### src/rtl/prdmc_pkg.sv
// Summary of operation
// - Decode RF word: boost, sleep, prescaler, counts.
// - Single-loop lock: pin high, narrow low pulses.
// - Combined lock only when both loops locked.
// - IF counter reset clears dividers, floats pump.
// - RF counter reset clears dividers, floats pump.
// - Combined counter reset does both sides.
// - Main divider restarts aligned with reference divider.
// - Gain boost pulls status pin to ground.
// - Gain boost follows the written gain bit.
// - Each side powers down sync or async.
// - IF sleep with pump-float clear: synchronous.
// - Synchronous: pump floats first, then power-down.
// - Two low bits select latch; 11 is RF.
// - Sleep with float set: down at strobe.
// - Power-down forces dividers into load state.
// - Serial port keeps latching while powered down.
package prdmc_pkg;

  // ----------------------------------------------------------------
  // Serial word layout
  // ----------------------------------------------------------------
  localparam int unsigned WORD_W         = 24;
  localparam logic [1:0]  SEL_IF_REF     = 2'h0;
  localparam logic [1:0]  SEL_IF_MAIN    = 2'h1;
  localparam logic [1:0]  SEL_RF_REF     = 2'h2;
  localparam logic [1:0]  SEL_RF_MAIN    = 2'h3;
  localparam int unsigned MUX_SEL_POS    = 20;
  localparam int unsigned PUMP_FLOAT_POS = 16;
  localparam int unsigned IF_SLEEP_POS   = 22;
  localparam logic [23:0] WORD_RST       = 24'h000000;
  localparam logic [3:0]  MUX_SEL_RST    = 4'h0;

  // ----------------------------------------------------------------
  // Timing
  // ----------------------------------------------------------------
  localparam int unsigned CLK_PERIOD_NS  = 10;
  localparam int unsigned PD_DRAIN_NS    = 100;
  localparam int unsigned PD_DRAIN_CYC   = (PD_DRAIN_NS + CLK_PERIOD_NS - 1) / CLK_PERIOD_NS;
  localparam logic [7:0]  PD_DRAIN_LAST  = 8'(PD_DRAIN_CYC - 1);
  localparam logic [7:0]  CNT_RST        = 8'h00;

  // ----------------------------------------------------------------
  // Types
  // ----------------------------------------------------------------
  typedef struct packed {
    logic        rf_gain_boost_bit;
    logic        rf_sleep_bit;
    logic        rf_prescale_sel_hi;
    logic        rf_prescale_sel_lo;
    logic [11:0] main_count;
    logic [5:0]  swallow_count;
    logic        latch_sel_hi;
    logic        latch_sel_lo;
  } prdmc_rf_word_t;

  typedef enum logic [3:0] {
    MUX_LOW, MUX_IF_ALOCK, MUX_RF_ALOCK, MUX_RFIF_ALOCK, MUX_HIGH,
    MUX_THREE_STATE, MUX_IF_CNT_RST, MUX_RF_CNT_RST, MUX_RFIF_CNT_RST
  } prdmc_mux_t;

  typedef enum logic [1:0] {PD_UP, PD_DRAIN, PD_DOWN} prdmc_pd_state_t;

  typedef struct packed {
    logic pump_hiz;
    logic counter_load;
    logic powered_down;
  } prdmc_pd_out_t;

endpackage

### src/rtl/prdmc_pd_seq.sv
module prdmc_pd_seq (
  // Clock and reset
  input  wire logic              clk_sys,
  input  wire logic              rst,
  // Latched control bits
  input  wire logic              sleep_bit,
  input  wire logic              pump_float_bit,
  // Sequencer outputs
  output prdmc_pkg::prdmc_pd_out_t pd_out
);
  import prdmc_pkg::*;

  typedef struct packed {
    prdmc_pd_state_t state;
    logic [7:0]      cnt;
    prdmc_pd_out_t   outs;
  } prdmc_pd_reg_t;

  prdmc_pd_reg_t st_ff;
  prdmc_pd_reg_t nxt_st;

  // ----------------------------------------------------------------
  // Power-down sequencing
  // ----------------------------------------------------------------
  always_comb begin
    nxt_st = st_ff;
    unique case (st_ff.state)
      PD_UP: begin
        if (sleep_bit && pump_float_bit) begin
          nxt_st.state = PD_DOWN;
        end else if (sleep_bit) begin
          nxt_st.state = PD_DRAIN;
          nxt_st.cnt   = PD_DRAIN_LAST;
        end
      end
      PD_DRAIN: begin
        if (!sleep_bit) begin
          nxt_st.state = PD_UP;
        end else if (st_ff.cnt == CNT_RST) begin
          nxt_st.state = PD_DOWN;
        end else begin
          nxt_st.cnt = st_ff.cnt - 8'h01;
        end
      end
      PD_DOWN: begin
        if (!sleep_bit) begin
          nxt_st.state = PD_UP;
        end
      end
    endcase
    nxt_st.outs.pump_hiz     = nxt_st.state != PD_UP;
    nxt_st.outs.counter_load = nxt_st.state != PD_UP;
    nxt_st.outs.powered_down = nxt_st.state == PD_DOWN;
  end

  always_ff @(posedge clk_sys or posedge rst) begin
    if (rst) begin
      st_ff <= '{state: PD_UP, cnt: CNT_RST, outs: '0};
    end else begin
      st_ff <= nxt_st;
    end
  end

  assign pd_out = st_ff.outs;

endmodule // prdmc_pd_seq

### src/rtl/prdmc_top.sv
module prdmc_top (
  // Clock and reset
  input  wire logic                  clk_sys,
  input  wire logic                  rst,
  // Three-wire serial port
  input  wire logic                  sclk,
  input  wire logic                  sdata,
  input  wire logic                  load_strobe,
  // Phase detector activity, high while a correction pulse is out
  input  wire logic                  if_pfd_busy,
  input  wire logic                  rf_pfd_busy,
  // Status pin
  output logic                       mux_status_out,
  output logic                       mux_status_oe,
  // Decoded RF main-divider word
  output prdmc_pkg::prdmc_rf_word_t  rf_word,
  output logic                       rf_gain_boost,
  // Section control
  output logic                       if_pump_hiz,
  output logic                       rf_pump_hiz,
  output logic                       if_counter_load,
  output logic                       rf_counter_load,
  output logic                       if_powered_down,
  output logic                       rf_powered_down
);
  import prdmc_pkg::*;

  typedef struct packed {
    logic [4:0]     sync1;
    logic [4:0]     sync2;
    logic           sclk_prev;
    logic           le_prev;
    logic [23:0]    shift;
    logic [3:0]     mux_sel;
    logic           if_pump_float_bit;
    logic           if_sleep_bit;
    logic           rf_pump_float_bit;
    prdmc_rf_word_t rf_n;
    logic           status_out;
    logic           status_oe;
    logic           boost;
    logic           if_hiz;
    logic           rf_hiz;
    logic           if_load;
    logic           rf_load;
    logic           if_down;
    logic           rf_down;
  } prdmc_state_t;

  prdmc_state_t  st_ff;
  prdmc_state_t  nxt_st;
  prdmc_pd_out_t if_pd;
  prdmc_pd_out_t rf_pd;

  // ----------------------------------------------------------------
  // Power-down sequencers
  // ----------------------------------------------------------------
  prdmc_pd_seq u_if_pd (
    .clk_sys        (clk_sys),
    .rst            (rst),
    .sleep_bit      (st_ff.if_sleep_bit),
    .pump_float_bit (st_ff.if_pump_float_bit),
    .pd_out         (if_pd)
  );

  prdmc_pd_seq u_rf_pd (
    .clk_sys        (clk_sys),
    .rst            (rst),
    .sleep_bit      (st_ff.rf_n.rf_sleep_bit),
    .pump_float_bit (st_ff.rf_pump_float_bit),
    .pd_out         (rf_pd)
  );

  // ----------------------------------------------------------------
  // Serial port, latches and status logic
  // ----------------------------------------------------------------
  always_comb begin
    logic       sclk_s;
    logic       sdata_s;
    logic       le_s;
    logic       if_lock;
    logic       rf_lock;
    logic       if_rst_mode;
    logic       rf_rst_mode;
    prdmc_mux_t mode;
    nxt_st      = st_ff;
    nxt_st.sync1 = {rf_pfd_busy, if_pfd_busy, load_strobe, sdata, sclk};
    nxt_st.sync2 = st_ff.sync1;
    sclk_s      = st_ff.sync2[0];
    sdata_s     = st_ff.sync2[1];
    le_s        = st_ff.sync2[2];
    if_lock     = !st_ff.sync2[3];
    rf_lock     = !st_ff.sync2[4];
    mode        = prdmc_mux_t'(st_ff.mux_sel);
    if_rst_mode = (mode == MUX_IF_CNT_RST) || (mode == MUX_RFIF_CNT_RST);
    rf_rst_mode = (mode == MUX_RF_CNT_RST) || (mode == MUX_RFIF_CNT_RST);
    nxt_st.sclk_prev = sclk_s;
    nxt_st.le_prev   = le_s;
    // Shifting and latching never depend on power-down state.
    if (sclk_s && !st_ff.sclk_prev) begin
      nxt_st.shift = {st_ff.shift[22:0], sdata_s};
    end
    if (le_s && !st_ff.le_prev) begin
      unique case (st_ff.shift[1:0])
        SEL_IF_REF: begin
          nxt_st.mux_sel           = st_ff.shift[MUX_SEL_POS +: 4];
          nxt_st.if_pump_float_bit = st_ff.shift[PUMP_FLOAT_POS];
        end
        SEL_IF_MAIN: begin
          nxt_st.if_sleep_bit = st_ff.shift[IF_SLEEP_POS];
        end
        SEL_RF_REF: begin
          nxt_st.rf_pump_float_bit = st_ff.shift[PUMP_FLOAT_POS];
        end
        SEL_RF_MAIN: begin
          nxt_st.rf_n = prdmc_rf_word_t'(st_ff.shift);
        end
      endcase
    end
    nxt_st.boost   = st_ff.rf_n.rf_gain_boost_bit;
    nxt_st.if_hiz  = if_rst_mode || st_ff.if_pump_float_bit || if_pd.pump_hiz;
    nxt_st.rf_hiz  = rf_rst_mode || st_ff.rf_pump_float_bit || rf_pd.pump_hiz;
    // Both dividers of a loop share one load term, so they leave it together.
    nxt_st.if_load = if_rst_mode || if_pd.counter_load;
    nxt_st.rf_load = rf_rst_mode || rf_pd.counter_load;
    nxt_st.if_down = if_pd.powered_down;
    nxt_st.rf_down = rf_pd.powered_down;
    nxt_st.status_oe = 1'b1;
    if (st_ff.rf_n.rf_gain_boost_bit) begin
      nxt_st.status_out = 1'b0;
    end else begin
      unique case (mode)
        MUX_IF_ALOCK:    nxt_st.status_out = if_lock;
        MUX_RF_ALOCK:    nxt_st.status_out = rf_lock;
        MUX_RFIF_ALOCK:  nxt_st.status_out = if_lock && rf_lock;
        MUX_HIGH:        nxt_st.status_out = 1'b1;
        MUX_THREE_STATE: begin
          nxt_st.status_out = 1'b0;
          nxt_st.status_oe  = 1'b0;
        end
        default:         nxt_st.status_out = 1'b0;
      endcase
    end
  end

  always_ff @(posedge clk_sys or posedge rst) begin
    if (rst) begin
      st_ff         <= '0;
      st_ff.shift   <= WORD_RST;
      st_ff.mux_sel <= MUX_SEL_RST;
    end else begin
      st_ff <= nxt_st;
    end
  end

  assign mux_status_out  = st_ff.status_out;
  assign mux_status_oe   = st_ff.status_oe;
  assign rf_word         = st_ff.rf_n;
  assign rf_gain_boost   = st_ff.boost;
  assign if_pump_hiz     = st_ff.if_hiz;
  assign rf_pump_hiz     = st_ff.rf_hiz;
  assign if_counter_load = st_ff.if_load;
  assign rf_counter_load = st_ff.rf_load;
  assign if_powered_down = st_ff.if_down;
  assign rf_powered_down = st_ff.rf_down;

endmodule // prdmc_top

### config.mk
export PLATFORM = sky130hd
export DESIGN_NAME = prdmc_top
export DESIGN_NICKNAME = d
export VERILOG_FILES = /design/src/rtl/prdmc_pkg.sv /design/src/rtl/prdmc_pd_seq.sv /design/src/rtl/prdmc_top.sv
export SDC_FILE = /design/constraint.sdc
export NUM_CORES = 1
export LEC_CHECK = 0
export ABC_CLOCK_PERIOD_IN_PS = 6600
export BUFFER_PORTS_ARGS = -buffer_cell sky130_fd_sc_hd__buf_2
export CORE_MARGIN = 2
export CORE_UTILIZATION = 25
export DETAILED_ROUTE_END_ITERATION = 16
export MAX_ROUTING_LAYER = met4
export SYNTH_ARGS = -nofsm -noshare
export SYNTH_HDL_FRONTEND = slang
export SYNTH_SLANG_ARGS = --single-unit
### constraint.sdc
create_clock -name clk_sys -period 6.6 [get_ports clk_sys]
set_input_delay 0.66 -clock clk_sys [delete_from_list [all_inputs] [get_ports clk_sys]]
set_output_delay 0.66 -clock clk_sys [all_outputs]
set_load 0.005 [all_outputs]
# Word level (Yosys, flattened, before mapping)
# Index checks and enable logic that the tools add are counted.
[classes]
reduce_logical = 32
eq_ne = 25
muxes = 24
addsub = 2
[ops]
columns = ["cell", "n"]
rows = [
  ["8-bit two-way mux", 6],
  ["8-bit case mux with 2 select lines", 2],
  ["10-bit two-way mux", 2],
  ["4-bit by 3-bit equality test with 1-bit output, second input constant", 4],
  ["8-bit logical NOT", 2],
  ["2-bit two-way mux", 8],
  ["2-bit != test, second input constant", 8],
  ["8-bit by 1-bit subtractor with 8-bit output, second input constant", 2],
  ["2-bit equality test, second input constant", 6],
  ["2-bit case mux with 3 select lines", 2],
  ["5-bit AND reduction", 2],
  ["4-bit by 2-bit equality test with 1-bit output, second input constant", 2],
  ["1-bit logical OR", 8],
  ["2-bit AND reduction", 4],
  ["2-bit nonzero test", 4],
  ["2-bit by 1-bit equality test with 1-bit output, second input constant", 3],
  ["2-bit logical NOT", 3],
  ["1-bit logical AND", 5],
  ["4-bit by 1-bit equality test with 1-bit output, second input constant", 1],
  ["4-bit equality test, second input constant", 1],
  ["1-bit logical NOT", 4],
  ["1-bit case mux with 4 select lines", 1],
  ["1-bit two-way mux", 3],
]
[word_totals]
input_bits = 7
wordCells = 117
out_inout_bits = 33
reg_bits = 100

# Longest topological paths before layout
[logic_depth]
ltp_word = 5
mapped_depth = 7
ltp_nobuf = 6

# Hierarchy
# A second synthesis with hierarchy kept.
[hier_totals]
cells_unflattened = 346
hier_area_um2 = 4540.6
[by_module_without_submodules]
columns = ["mod", "instances", "seq_area_each_um2", "cells_per_inst", "area_each_um2"]
rows = [
  ["prdmc_top", 1, 1901.8, 182, 2976.6],
  ["prdmc_pd_seq", 2, 300.3, 82, 782.0],
]

# Least setup slack after synthesis
# OpenSTA, ideal clock, no wires.
[synth_timing]
path_kind = "register to register"
startpoint = "reg u_if_pd.st_ff[12] (netlist name)"
endpoint = "reg u_if_pd.st_ff[9] (netlist name)"
synth_period_minus_slack_ns = 1.769
required_time_ns = 6.475
setup_ns = 0.125
path_slack_ns = 4.831
path_buffers = 1
path_stages_with_launch = 8
t_arrival_ns = 1.645
path_cell_list = "dfrtp_1 -> inv_1 -> ha_1 -> buf_2 -> o21ai_0 -> nor3b_1 -> and4_1 -> mux2_2"
[synth_between]
elab_chain_cells = 3
word_cells_on_any_way = 9
[synth_lines]
columns = ["item", "line", "rtl"]
rows = [
  ["from (decl)", "prdmc_pd_seq.sv:19", "prdmc_pd_reg_t st_ff;"],
  ["from (signal assigned)", "prdmc_pd_seq.sv:58", "st_ff <= '{state: PD_UP, cnt: CNT_RST, outs: '0};"],
  ["from (signal assigned)", "prdmc_pd_seq.sv:60", "st_ff <= nxt_st;"],
  ["2-bit by 1-bit equality test with 1-bit output / 2-bit logical NOT (equally long branches)", "prdmc_pd_seq.sv:27", "unique case (st_ff.state)"],
  ["2-bit != test (no line) / 2-bit nonzero test (equally long branches)", "-", ""],
  ["5-bit AND reduction (no line)", "-", ""],
]
# Several ways; a longest one is shown, not always the timed one.
# A chain may end at the register's enable or synchronous reset.

# Worst setup path after layout
[layout_timing]
startpoint = "reg u_rf_pd.st_ff[12] (netlist name)"
endpoint = "reg u_rf_pd.st_ff[3] (netlist name)"
[layout_between]
elab_chain_cells = 3
word_cells_on_any_way = 9
[layout_lines]
columns = ["item", "line"]
rows = [
  ["from (decl)", "prdmc_pd_seq.sv:19"],
  ["from (signal assigned)", "prdmc_pd_seq.sv:58"],
  ["from (signal assigned)", "prdmc_pd_seq.sv:60"],
  ["2-bit by 1-bit equality test with 1-bit output / 2-bit logical NOT (equally long branches)", "prdmc_pd_seq.sv:27"],
  ["2-bit != test (no line) / 2-bit nonzero test (equally long branches)", "-"],
  ["5-bit AND reduction (no line)", "-"],
]
# Several ways; a longest one is shown, not always the timed one.

==> results.toml <==
[power]
ir_drop_v = 0.000134
power_leakage_uw = 0.00232
p_switching_uw = 337
pwr-share-clk_pct = 37.0
pwr-share-comb_pct = 10.5
seqPwrFrac_pct = 52.4
switching_share_pct = 23.6
internal_power_uw = 1090
powerDensity_nw_per_um2 = 292

[synthesis]
synth_area_per_cell_um2 = 12.8
ys_seq_area_share_pct = 58.0
synth-edff-count = 0
yosys.area.top_type = "dfrtp_1"
synth_cell_type_count = 52
syn-cell-area_um2 = 4320
synth_most_common_cell = "dfrtp_1"
yosys.area_share.simple_pct = 11.1
async_flop_share_pct = 100
synthXorXnorAreaFrac_pct = 0
synth-main-ff-cell = "dfrtp_1"
synth_commonest_cells = "dfrtp_1 (100), mux2_2 (55), buf_4 (25), inv_1 (18), nand2b_1 (13)"
synth_fp_nets = 351
postSynthCellCount = 336
synth_top_family_by_area = "multiplexers"
ys_top_cells_by_area = "dfrtp_1 (58%), mux2_2 (14%), buf_4 (4.3%)"
ys_ff_latch = 100
yosysWarnings = 0
netlist.area_leader.share_pct = 58.0
synth_mux_area_share_pct = 14.8
synth_compound_area_share_pct = 7.07
synth_fa_ha_area_share_pct = 2.32

[clocking]
cts_inserted_buffers = 9
htreeDepth = 3
cts_hold_buf = 0
postCtsSetupBuffers = 0
cts_tree = "done"
cts.sinks = 100
root_buffer = "clkbuf_16"
clock_path_buffers = 2
clk_latency_ps = 340
cts_resized = 0
clkSlewWorstSetupHoldPaths_ps = 70

[finish]
drive_gt1_share_pct = 33.7
fin_cells = 587
nets = 372
num_antenna_cells = 0
syn_to_final_growth_pct = 13.5
finish.instance_area_um2 = 4900
fillers = 1768

[route]
wire_per_inst_um = 13.0
vias = 2539
drt-pass1-iter-count = 4
wl_mm = 7.64
drt.antenna.violating_nets = 0
vias_per_cell = 4.33
drc = 0
drt_iter0_drc = 178

[floorplanning]
core_um2 = 17100
core.rowCount = 48
start_util_pct = 25.2
die_x_um = 135
io_pins = 40
dieArea_um2 = 18300
die_height_um = 135

[status]
outcome = "finished clean"

[place]
placed_area_um2 = 4600
place.gp.congestion = 0.722
io_buffer_count = 39
placed_cells = 571
place_hpwl_mm = 5.44

[grt]
grt_overflow_total = 0
grt_max_degree = 85
grt_pass1_wl_mm = 12.7
grt_pass1_vias = 2539
antenna_found_initial = 0
grtUsageTotal_pct = 9.06

[setup_path]
cp.arrival_ps = 2340
crit_type = "flop to flop"
path_max_fanout = 12
critPathLaunchType = "flop"
r2r-start = "u_rf_pd.st_ff[12]"
critical_path.startpoint = "u_rf_pd.st_ff[12]"
cp.required_ps = 6830
crit_path_end_kind = "flop"

[timing]
hold_viol_final = 0
finalCriticalPeriod_ps = 2120
drv_slew = 0
period_share_pct = 32.1
grt_setup_unrepaired = "false"
clock.fmax_mhz = 473
timing.setup.tns_ps = 0
finClkSkew_ps = 7.15
relSlewSlack_pct = 32.1
holdWs_ps = 236
tightestPinTransition_ps = 1020
setup_viol_count_final = 0

[min_path]
hp-class = "primary input to async pin"

[flow_run]
maxCapViolCount = 0
stage by stage:
stage          utilization (%)  setup WS, ps  total power, uW
2_1_floorplan                -          3320              891
3_3_place_gp              26.9          4660              912
3_5_place_dp              26.9          4510              920
4_1_cts                   28.6          4500             1450
5_1_grt                   28.6          4370             1500
6_report                  28.6          4480             1430
placed cells by master (no fill, tap or decap), types with 3 or more instances in the layout:
cell	instances
nand3_1	4
mux2_2	55
o31ai_1	3
nor2b_1	6
nand2_1	10
clkinv_4	3
nand2b_1	13
ha_1	8
a31oi_1	4
a21oi_1	7
inv_1	17
nor2_1	11
buf_2	39
clkbuf_16	9
o21ai_0	11
dfrtp_1	100
buf_4	3
o211ai_1	5
nor3_1	5
worst max-delay path, cell delays in order (launching register included):
cell and delay [ps]:
dfrtp_1 410, inv_1 110, ha_1 390, nor2b_1 250
o21ai_2 140, or3b_1 420, mux2_2 280
sequential cells by signal, summed over array words and instances, names as in the netlist, 2 cells and up:
register,cells
nxt_st,7
rf_word,24
st_ff,36
u_if_pd.pd_out,2
u_if_pd.st_ff,10
u_rf_pd.pd_out,2
u_rf_pd.st_ff,10
area by class of cell:
class | instances | area (um2) | share of cell area, %
Multi-Input combinational cell | 186 | 1530 | 31.1
Clock inverter | 5 | 61.3 | 1.25
Clock buffer | 11 | 243 | 4.95
Tap cell | 225 | 282 | 5.74
Timing Repair Buffer | 42 | 218 | 4.44
Inverter | 18 | 70.1 | 1.43
Sequential cell | 100 | 2500 | 51.1
metal layers:
| metal | part of all wire (%) | wire length, um | GRT usage [%] | up-vias |
|---|---|---|---|---|
| li1 | - | - | - | 1199 |
| met1 | 48 | 3640 | 11.9 | 1275 |
| met2 | 46 | 3540 | 13.3 | 51 |
| met3 | 4.4 | 336 | 2.32 | 14 |
| met4 | 1.7 | 129 | 3.70 | 0 |
| met5 | 0 | 0 | - | - |
worst paths after layout:
check | end | slack [ps] | depth (start not counted)
max | u_rf_pd.st_ff[3] | 4480 | 6
min | rf_word[15] | 240 | 2
max reg2reg | u_rf_pd.st_ff[3] | 4480 | 6
min reg2reg | if_powered_down | 350 | 0
max in group asynchronous | if_powered_down | 5100 | 3
min in group clk_sys | if_powered_down | 350 | 0
power groups by stage:
stage / Combinational (uW) / Sequential, uW / Clock [uW]
detailed placement: 157 / 763 / 0
global placement: 150 / 762 / 0
global route: 168 / 764 / 571
CTS: 157 / 752 / 545
finish: 150 / 750 / 530
floorplan: 148 / 742 / 0
kinds of logic (layout without fill, tap and decap cells):
logic type / count (synthesis) / count (layout)
compound gates: 46 / 46
fa+ha+maj: 8 / 8
buf+inv: 50 / 76
flops: 100 / 100
mux: 57 / 57
simple gates: 75 / 75
No activity file was read; power rests on OpenSTA's default activity.
